===== config.mk =====
export PLATFORM = sky130hd
export DESIGN_NAME = pcm_manager
export DESIGN_NICKNAME = d
export VERILOG_FILES = /design/src/hw/pcm_pkg.sv /design/src/hw/pcm_timer_if.sv /design/src/hw/pcm_manager.sv /design/src/hw/pcm_awt_timer.sv
export VERILOG_INCLUDE_DIRS = /design/src /design/src/hw
export SDC_FILE = /design/constraint.sdc
export NUM_CORES = 1
export LEC_CHECK = 0
export BUFFER_PORTS_ARGS = -buffer_cell sky130_fd_sc_hd__buf_2
export CAP_MARGIN = 20
export CORE_AREA = 2 2 226 228
export DETAILED_ROUTE_END_ITERATION = 7
export DIE_AREA = 0 0 228 230
export GPL_ROUTABILITY_DRIVEN = 0
export PLACE_DENSITY = 0.66
export REMOVE_ABC_BUFFERS = 1
export SLEW_MARGIN = 20
export SYNTH_ARGS = -nofsm -noshare
export SYNTH_HDL_FRONTEND = slang
export SYNTH_SLANG_ARGS = --single-unit

===== constraint.sdc =====
create_clock -name i_clock -period 13.7 [get_ports i_clock]
set_input_delay 1.37 -clock i_clock [delete_from_list [all_inputs] [get_ports i_clock]]
set_output_delay 1.37 -clock i_clock [all_outputs]
set_load 0.01 [all_outputs]

===== src/hw/pcm_params.svh =====
`ifndef PCM_PARAMS_SVH
`define PCM_PARAMS_SVH
// ==========================================================
// Timing
`define PCM_CLK_NS 40
`define PCM_AWT_UNIT_NS 1000
`define PCM_AWT_TICK_CYC (`PCM_AWT_UNIT_NS / `PCM_CLK_NS)
// ==========================================================
// Reason codes (open failed from link)
`define PCM_RSN_PATH_BLOCKED 4'h0
`define PCM_RSN_RETRY 4'h1
`define PCM_RSN_NO_DEST 4'h2
`define PCM_RSN_BAD_DEST 4'h3
`define PCM_RSN_RATE_NS 4'h4
`define PCM_RSN_PROTO_NS 4'h5
`define PCM_RSN_TUN_BUSY 4'h6
`define PCM_RSN_WRONG_DEST 4'h7
`define PCM_RSN_OPEN_TMO 4'h8
`define PCM_RSN_BREAK_RX 4'h9
`define PCM_RSN_PL_REQ 4'ha
// Retry qualifiers beyond the open-failed reasons
`define PCM_RSN_BY_DEST 4'hb
`define PCM_RSN_BY_OTHER 4'hc
`define PCM_RSN_COLLIDED 4'hd
`endif


===== src/hw/pcm_pkg.sv =====
package pcm_pkg;
    // Open request fields
    typedef struct packed {
        logic init_bit;
        logic [3:0] protocol;
        logic [3:0] rate;
        logic [15:0] conn_tag;
        logic [63:0] dest_addr;
        logic [63:0] src_addr;
        logic [15:0] pbc;
        logic [15:0] awt;
    } pcm_open_s;
    typedef enum logic [1:0] {
        MGR_IDLE_STATE,
        MGR_REQUEST_WAIT_STATE,
        MGR_CONNECTED_STATE,
        MGR_WAIT_CLOSE_STATE
    } pcm_state_e;
endpackage : pcm_pkg


===== src/hw/pcm_timer_if.sv =====
`timescale 1ns/100ps
// ==========================================================
// Arbitration wait timer control
interface pcm_timer_if;
    logic load;
    logic run;
    logic [15:0] init;
    logic [15:0] value;
    modport mgr (output load, output run, output init, input value);
    modport tmr (input load, input run, input init, output value);
endinterface : pcm_timer_if


===== src/hw/pcm_manager.sv =====
`timescale 1ns/100ps
`include "pcm_params.svh"
// Behaviour
// - Idle leaves on phy enabled plus open request
// - Idle goes connected on connection opened
// - Hard reset in request wait aborts to idle
// - Entry loads and starts arbitration wait timer
// - Entry issues open with eight request fields
// - Opened: notify controller, go connected
// - Opened by other: drop, retry with qualifier
// - Retry copies seven fields plus timer value
// - Blocked, retry, no destination give retry
// - Five reasons give cannot connect message
// - Inbound rejected after open gives collided retry
// - Cannot connect carries tag, destination, source
// - Cancel before opened sends stop arbitration
// - Failed or collided retry, cannot connect, reset, phy off: idle
// - Timeout, break, layer request: wait close
// - Power on starts in idle
module pcm_manager import pcm_pkg::*; (
    input wire logic i_clock,
    input wire logic i_sys_rst,
    input wire logic i_ce,
    input wire logic i_phy_enabled,
    input wire logic i_phy_disabled,
    input wire logic i_open_req,
    input wire pcm_open_s i_open,
    input wire logic i_cancel_open,
    input wire logic i_conn_opened,
    input wire logic i_opened_by_us,
    input wire logic i_opened_by_dest,
    input wire logic i_open_failed,
    input wire logic [3:0] i_fail_rsn,
    input wire logic i_inb_rejected,
    input wire logic i_hard_reset,
    input wire logic i_conn_done,
    output logic o_link_open,
    output pcm_open_s o_link_args,
    output logic o_link_stop_arb,
    output logic o_oc_opened,
    output logic o_oc_retry,
    output logic o_oc_nocon,
    output logic [3:0] o_oc_rsn,
    output pcm_open_s o_oc_args,
    output pcm_state_e o_state
);
    // ==========================================================
    // State
    typedef struct packed {
        pcm_state_e state;
        logic phy_on;
        logic opened_seen;
        pcm_open_s req;
        logic link_open;
        logic stop_arb;
        logic oc_opened;
        logic oc_retry;
        logic oc_nocon;
        logic [3:0] rsn;
        pcm_open_s oc_args;
    } pcm_mgr_s;
    pcm_mgr_s st_ff;
    pcm_mgr_s nxt_st;
    pcm_timer_if tif ();

    function automatic pcm_open_s retry_args(input pcm_open_s r,
                                             input logic [15:0] t);
        retry_args = r;
        retry_args.awt = t;
    endfunction : retry_args

    function automatic pcm_open_s nocon_args(input pcm_open_s r);
        nocon_args = '0;
        nocon_args.conn_tag = r.conn_tag;
        nocon_args.dest_addr = r.dest_addr;
        nocon_args.src_addr = r.src_addr;
    endfunction : nocon_args

    pcm_awt_timer u_tmr (
        .i_clock(i_clock),
        .i_sys_rst(i_sys_rst),
        .i_ce(i_ce),
        .tif(tif)
    );

    // ==========================================================
    // Next state; pulses last one enabled cycle and hold while enable is low
    always_comb begin
        nxt_st = st_ff;
        nxt_st.link_open = 1'b0;
        nxt_st.stop_arb = 1'b0;
        nxt_st.oc_opened = 1'b0;
        nxt_st.oc_retry = 1'b0;
        nxt_st.oc_nocon = 1'b0;
        tif.load = 1'b0;
        tif.run = (st_ff.state == MGR_REQUEST_WAIT_STATE);
        tif.init = st_ff.req.awt;
        // Phy status is tracked in every state
        if (i_phy_enabled)
            nxt_st.phy_on = 1'b1;
        if (i_phy_disabled)
            nxt_st.phy_on = 1'b0;
        case (st_ff.state)
            MGR_IDLE_STATE: begin
                if (i_conn_opened) begin
                    nxt_st.state = MGR_CONNECTED_STATE;
                end else if ((st_ff.phy_on || i_phy_enabled) && i_open_req
                             && !i_phy_disabled) begin
                    nxt_st.state = MGR_REQUEST_WAIT_STATE;
                    nxt_st.req = i_open;
                    nxt_st.opened_seen = 1'b0;
                    nxt_st.link_open = 1'b1;
                    tif.load = 1'b1;
                    tif.init = i_open.awt;
                end
            end
            MGR_REQUEST_WAIT_STATE: begin
                // Hard reset and phy loss outrank link outcomes
                if (i_hard_reset || i_phy_disabled) begin
                    nxt_st.state = MGR_IDLE_STATE;
                end else if (i_conn_opened) begin
                    nxt_st.opened_seen = 1'b1;
                    nxt_st.oc_opened = 1'b1;
                    nxt_st.state = MGR_CONNECTED_STATE;
                    if (!i_opened_by_us) begin
                        nxt_st.oc_retry = 1'b1;
                        nxt_st.rsn = i_opened_by_dest ? `PCM_RSN_BY_DEST
                                                      : `PCM_RSN_BY_OTHER;
                        nxt_st.oc_args = retry_args(st_ff.req,
                                                    tif.value);
                    end
                end else if (i_inb_rejected) begin
                    nxt_st.oc_retry = 1'b1;
                    nxt_st.rsn = `PCM_RSN_COLLIDED;
                    nxt_st.oc_args = retry_args(st_ff.req, tif.value);
                    nxt_st.state = MGR_IDLE_STATE;
                end else if (i_open_failed) begin
                    case (i_fail_rsn)
                        `PCM_RSN_PATH_BLOCKED, `PCM_RSN_RETRY,
                        `PCM_RSN_NO_DEST: begin
                            nxt_st.oc_retry = 1'b1;
                            nxt_st.rsn = i_fail_rsn;
                            nxt_st.oc_args = retry_args(st_ff.req,
                                                        tif.value);
                            nxt_st.state = MGR_IDLE_STATE;
                        end
                        `PCM_RSN_BAD_DEST, `PCM_RSN_RATE_NS,
                        `PCM_RSN_PROTO_NS, `PCM_RSN_TUN_BUSY,
                        `PCM_RSN_WRONG_DEST: begin
                            nxt_st.oc_nocon = 1'b1;
                            nxt_st.rsn = i_fail_rsn;
                            nxt_st.oc_args = nocon_args(st_ff.req);
                            nxt_st.state = MGR_IDLE_STATE;
                        end
                        `PCM_RSN_OPEN_TMO, `PCM_RSN_BREAK_RX,
                        `PCM_RSN_PL_REQ: begin
                            nxt_st.state = MGR_WAIT_CLOSE_STATE;
                        end
                        default: begin
                            nxt_st.state = st_ff.state;
                        end
                    endcase
                end else if (i_cancel_open && !st_ff.opened_seen) begin
                    nxt_st.stop_arb = 1'b1;
                end
            end
            // Connected and wait-close belong to other blocks; they
            // hand back idle through the done strobe, hard reset or phy loss
            default: begin
                if (i_conn_done || i_hard_reset || i_phy_disabled)
                    nxt_st.state = MGR_IDLE_STATE;
            end
        endcase
    end

    // ==========================================================
    // Register
    always_ff @(posedge i_clock or posedge i_sys_rst) begin
        if (i_sys_rst) begin
            st_ff <= '0;
            st_ff.state <= MGR_IDLE_STATE;
        end else if (i_ce) begin
            st_ff <= nxt_st;
        end
    end

    // Every output comes straight from the state register
    assign o_link_open = st_ff.link_open;
    assign o_link_args = st_ff.req;
    assign o_link_stop_arb = st_ff.stop_arb;
    assign o_oc_opened = st_ff.oc_opened;
    assign o_oc_retry = st_ff.oc_retry;
    assign o_oc_nocon = st_ff.oc_nocon;
    assign o_oc_rsn = st_ff.rsn;
    assign o_oc_args = st_ff.oc_args;
    assign o_state = st_ff.state;
endmodule : pcm_manager


===== src/hw/pcm_awt_timer.sv =====
`timescale 1ns/100ps
`include "pcm_params.svh"
// ==========================================================
// Arbitration wait timer: counts up in fixed units while running
module pcm_awt_timer import pcm_pkg::*; #(
    parameter int TICK_CYC = `PCM_AWT_TICK_CYC
) (
    input wire logic i_clock,
    input wire logic i_sys_rst,
    input wire logic i_ce,
    pcm_timer_if.tmr tif
);
    typedef struct packed {
        logic [15:0] pre;
        logic [15:0] val;
    } pcm_tmr_s;
    pcm_tmr_s st_ff;
    pcm_tmr_s nxt_st;

    // Load wins; saturate so the value never wraps to a small time
    always_comb begin
        nxt_st = st_ff;
        if (tif.load) begin
            nxt_st.val = tif.init;
            nxt_st.pre = 16'h0;
        end else if (tif.run) begin
            if (st_ff.pre == 16'(TICK_CYC - 1)) begin
                nxt_st.pre = 16'h0;
                if (st_ff.val != 16'hffff)
                    nxt_st.val = st_ff.val + 16'h1;
            end else begin
                nxt_st.pre = st_ff.pre + 16'h1;
            end
        end
    end

    // Enable low holds both prescaler and count
    always_ff @(posedge i_clock or posedge i_sys_rst) begin
        if (i_sys_rst)
            st_ff <= '0;
        else if (i_ce)
            st_ff <= nxt_st;
    end

    assign tif.value = st_ff.val;
endmodule : pcm_awt_timer


## Word-level counts from Yosys, hierarchy flattened

Cells that the tools add are included.

| operators by class | value |
|---|---|
| $add $sub $neg | 2 |
| equal/unequal tests | 21 |
| mux-type cells | 48 |
| bitwise operators | 2 |
| reduce and logical (&&, ||, !) cells | 30 |

Operators with widths:

| kind | number |
|---|---|
| 2-to-1 mux 189 bit | 3 |
| 2-to-1 mux 193 bit | 2 |
| one-hot mux 189 bit (2 select lines) | 1 |
| 2-to-1 mux 187 bit | 2 |
| 2-to-1 mux 191 bit | 1 |
| 2-to-1 mux 16 bit | 6 |
| 2-to-1 mux 32 bit | 2 |
| adder 16 x 1 -> 16 bit (second input constant) | 2 |
| 2-to-1 mux 1 bit | 20 |
| == test 16 x 5 -> 1 bit (second input constant) | 1 |
| == test 4 x 3 -> 1 bit (second input constant) | 4 |
| inequality test 16 bit (second input constant) | 1 |
| 2-to-1 mux 2 bit | 7 |
| == test 4 bit (second input constant) | 3 |
| AND reduction 6 bit | 2 |
| inequality test 2 bit (second input constant) | 5 |
| nonzero test 2 bit | 5 |
| == test 4 x 2 -> 1 bit (second input constant) | 2 |
| one-hot mux 2 bit (2 select lines) | 2 |
| AND reduction 4 bit | 2 |
| OR reduction 8 bit | 1 |
| inequality test 6 x 4 -> 1 bit (second input constant) | 1 |
| nonzero test 3 bit | 2 |
| OR reduction 3 bit | 2 |
| 16 further kinds | 24 |

| storage, ports and cells | value |
|---|---|
| register bits after elaboration | 415 |
| output and inout port bits | 381 |
| word-level logic and storage cells | 130 |

## Logic depth before layout (Yosys ltp)

| logic depth | value |
|---|---|
| depth in word-level cells | 8 |
| mapped depth | 9 |

## Cells and area by module

From an unflattened synthesis, not the netlist that was laid out.

| second synthesis, totals | value |
|---|---|
| cell total of the unflattened synthesis | 1623 |
| area total of the unflattened synthesis | 19582.5 um^2 |

By module, submodules not included:

| module | times used | cells an instance | area each (um^2) | seq. area each (um^2) |
|---|---|---|---|---|
| pcm_manager | 1 | 1392 | 17514.3 | 9584.2 |
| pcm_awt_timer | 1 | 231 | 2068.2 | 800.8 |

## Worst setup path after synthesis

Ideal clock, no wire load.

| path | value |
|---|---|
| path kind | input -> register |
| from | input port i_conn_opened |
| to | register u_tmr.st_ff (netlist bit u_tmr.tif.value[15]) |
| arrival time | 2.821 ns |
| required time | 13.574 ns |
| setup slack | 10.753 ns |
| stages | 6 |
| cell sequence | or3_4 -> o32ai_4 -> o211ai_4 -> or2_0 -> clkbuf_2 -> a221o_1 |

| between the ends | value |
|---|---|
| cells in the longest elaborated chain, start to end | 4 |
| elaborated cells on any way between the ends | 9 |
| classes of those cells | mux: 5; reduce/logical: 4 |

RTL lines:

| element | RTL line | text |
|---|---|---|
| from (decl) | pcm_manager.sv:29 | `input wire logic i_conn_opened,` |
| 2-to-1 mux 1 bit | pcm_manager.sv:105 | `if (i_conn_opened) begin` |
| 2-to-1 mux 1 bit | pcm_manager.sv:103 | `case (st_ff.state)` |
| nonzero test 2 bit (no line) | -- |  |
| AND reduction 4 bit (no line) | -- |  |
| to (signal assigned) | pcm_awt_timer.sv:42 | `st_ff <= nxt_st;` |
| to (decl) | pcm_awt_timer.sv:17 | `pcm_tmr_s st_ff;` |

Several ways; a longest one is shown, not always the timed one.
A chain may end at the register's enable or synchronous reset.

## Worst setup path after layout

| path | value |
|---|---|
| from | input port i_conn_opened |
| to | register st_ff (netlist bit o_link_args[54]) |

| between the ends | value |
|---|---|
| cells in the longest elaborated chain, start to end | 2 |

RTL lines:

| element | RTL line | text |
|---|---|---|
| NOT 1 bit (no line) | -- |  |
| AND reduction 4 bit (no line) | -- |  |
| to (signal assigned) | pcm_manager.sv:183 | `st_ff <= nxt_st;` |
| to (decl) | pcm_manager.sv:62 | `pcm_mgr_s st_ff;` |

Every way passes these cells.

==> results by group <==
Outcome
  • Status: completed

GRT
  • Vias in the first global route: 13.8k
  • Global-route usage over all layers: 18.4%
  • Initial antenna violation count: 5
  • First-pass GRT wire length: 77800 microns
  • Global route overflow: 0
  • Largest net degree at the start of global routing: 159

Finish
  • Final std cells w/o fill: 2855
  • Final instance area: 0.0215 sq mm
  • Share of cells above drive strength 1: 37.0%
  • Area Growth Syn to Fin: 10.2%
  • Fillers: 4837
  • Nets: 2353

Run
  • Max cap viols: 0

Critical path
  • Max incr delay on CP: 0.76 ns
  • Reg2reg start: o_state[1]$_DFFE_PP0P_
  • Crit-path most repeated cell: nand2_1
  • Critical path launch point type: primary input
  • Critical-path cell list: buf_2 > or3_4 > nor3_4 > and2_4 > buf_4 > nand2_1 > nand2_1
  • CP max-delay cell: buf_4
  • Worst R2R Setup Slack: 10.07 ns
  • CP Max Fanout: 80
  • Worst path arrival time: 4.65 ns
  • Reg2reg end: o_link_args[54]$_DFFE_PP0P_
  • Critical path origin: i_conn_opened
  • CP required: 14.20 ns
  • Worst reg-to-reg path cell count: 6
  • Worst setup path endpoint: o_link_args[54]$_DFFE_PP0P_
  • CP Class: primary input to flop
  • Crit. End Element: flop

Timing
  • Clock Skews: 0.0149 ns
  • Worst-margin pin slew: 1.08 ns
  • Final period util: 30.3%
  • Sum Neg Setup Slack: 0 ns
  • Pins Over Slew Limit: 0
  • Highest Clock Rate: 0.241 GHz
  • Min Tclk post-route: 4.15 ns
  • Hold Vio Cnt, Final: 0
  • Slew headroom: 27.9%
  • Final Setup Violations: 0
  • RSZ-0062 raised after global routing: no

Logic synthesis
  • Cells after Synth: 1977
  • Synthesis Warnings: 0
  • Most used flip-flop cell after synthesis: dfrtp_1
  • Seq/Total Area, Yosys: 53.3%
  • Ys async rst share: 100%
  • Cell area after synthesis: 0.0195 sq mm
  • Synth cell types: 55
  • Syn Area/Cell: 9.85 sq um
  • #FFs+latches synth: 415
  • Number of enable flip-flop cells after synthesis: 0

Placed design
  • Cells after DPL: 2772
  • Port Buffers: 583
  • Cell Area, Placed: 0.0200 sq mm
  • Post-DP HPWL: 34400 microns

Routing
  • Initial DRT Pass Iterations: 5
  • Routed vias: 13.7k
  • Initial DRC count: 835
  • Residual DRC count: 0
  • WL/cell: 17.3 microns
  • Vias per inst: 4.78
  • Antenna-violating nets left: 0
  • WL final: 49300 microns

Clock network
  • Post-CTS Repair Setup Buffers: 0
  • Maximum clock path buffer count: 3
  • CTS tree: yes
  • Clock sinks: 415
  • H-tree levels: 2
  • Total CTS buffers: 45
  • Hold-fix buffers at CTS: 0
  • Post-cts sizing count: 0
  • Clk_lat worst skew: 0.56 ns
  • Worst-path clk slew: 0.06 ns
  • Root buffer cell: clkbuf_16

Die
  • Initial Util: 39.1%
  • Die height: 230 microns
  • Die ar.: 0.0524 sq mm
  • Die X: 228 microns
  • Row cnt: 82
  • Core area: 0.0499 sq mm
  • Num ports: 584

Power and ir drop
  • Total leakage power: 11.9 nW
  • Worst vdd ir: 0.133 mV
  • Pwr dens: 217 mW/mm^2

Min path
  • Worst min path class: flop to flop
-- per-layer routing --
metal / vias to the layer above / part of all wire (%) / GRT usage [%]
met5: - / 0.073 / 0
met3: 99 / 7.9 / 5.28
met1: 6695 / 41 / 22.8
li1: 6315 / - / -
met4: 6 / 3.5 / 7.62
met2: 543 / 48 / 30.2
-- cells by family after synthesis --
group	share of synthesized area [%]
AO/OA/AOI/OAI	4.20
XOR/XNOR	0.584
AND/OR/NAND/NOR	16.6
buffers and inverters	17.6
adder cells (fa/ha/maj)	0.193
flip-flops	53.3
multiplexers	7.57
-- worst min-delay path by stage --
stage	startpoint	end	slack (ns)	cells past startpoint
after floorplan	st_ff[379]$_DFFE_PP0P_	st_ff[379]$_DFFE_PP0P_	0.46	2
after global placement	o_link_args[4]$_DFFE_PP0P_	o_link_args[4]$_DFFE_PP0P_	0.45	2
after detailed placement	o_link_args[12]$_DFFE_PP0P_	o_link_args[12]$_DFFE_PP0P_	0.46	2
after CTS	o_link_args[5]$_DFFE_PP0P_	o_link_args[5]$_DFFE_PP0P_	0.48	2
after global routing	o_oc_args[129]$_DFFE_PP0P_	o_oc_args[129]$_DFFE_PP0P_	0.51	1
final	o_link_args[5]$_DFFE_PP0P_	o_link_args[5]$_DFFE_PP0P_	0.47	2
-- metrics by stage --
stage	util, %	total power [mW]	setup WS [ns]	hold WS [ns]
after CTS	43.0	4.71	9.58	0.476
after detailed placement	40.1	3.47	8.96	0.458
after global routing	43.1	4.94	9.36	0.508
final	43.1	4.66	9.55	0.470
after global placement	40.1	3.42	9.06	0.455
after floorplan	-	2.71	0.780	0.456
-- where the power goes --
part	switching (mW)	internal, mW	leakage (nW)
Clock	0.496	0.716	0.730
Combinational	0.802	0.610	5.65
Sequential	0.329	1.71	5.48
-- registers in the layout, indices dropped and copies added (netlist names) --
register and cells:
o_oc_retry 1, st_ff 2, o_link_args 185, o_state 2, o_link_stop_arb 1, o_oc_args 185
o_oc_rsn 4, u_tmr.st_ff 16, o_link_open 1, o_oc_opened 1, u_tmr.tif.value 16, o_oc_nocon 1
-- cell usage in the layout (no fill, tap or decap), drive strengths merged, types with 3 or more instances in the layout --
master   netlist  layout
buf          434     592
nand3         12      12
o31a           3       3
inv           15      16
o21ai         75      75
a31oi          4       4
nor3          20      20
o22a           3       3
nand2        689     689
and2           3       3
o31ai          3       3
xnor2         13      13
nand2b         4       4
a221o          3       3
clkbuf        35      67
o22ai          8       8
a2bb2oi       10      10
nor4          11      11
mux2         130     130
clkinv         0      10
dfrtp        415     415
a21oi         12      12
or3            5       5
nand4          9       9
nor2          32      32
and4           4       4
ha             3       3
-- critical path, delay by kind of cell --
family,cells,cell delay [ns]
buf+inv,2,0.94
simple gates,5,2.17
-- Yosys cell counts (all sizes together) (3+ instances only) --
master	number	area [sq um]
a21oi	12	60.1
a221o	3	30.0
a2bb2oi	10	87.6
a31oi	4	25.0
and2	3	18.8
and4	4	35.0
buf	434	3240
clkbuf	35	133
dfrtp	415	10400
ha	3	37.5
inv	15	56.3
mux2	130	1460
nand2	689	2590
nand2b	4	25.0
nand3	12	60.1
nand4	9	56.3
nor2	32	123
nor3	20	116
nor4	11	68.8
o21ai	75	375
o22a	3	26.3
o22ai	8	50.1
o31a	3	26.3
o31ai	3	22.5
or3	5	36.3
xnor2	13	114
-- final cells by class --
cell class              instances  area [sq um]  share of cell area (%)
multi-input cells            1078          5690                    26.5
diodes                          2          5.00                  0.0233
clock inverters                14           141                   0.659
well taps                     672           841                    3.92
flip-flops and latches        415         10400                    48.4
repair buffers                592          3000                    14.0
clock buffers                  67          1340                    6.25
inverters                      15          63.8                   0.297
Power figures use the tool's default switching activity.
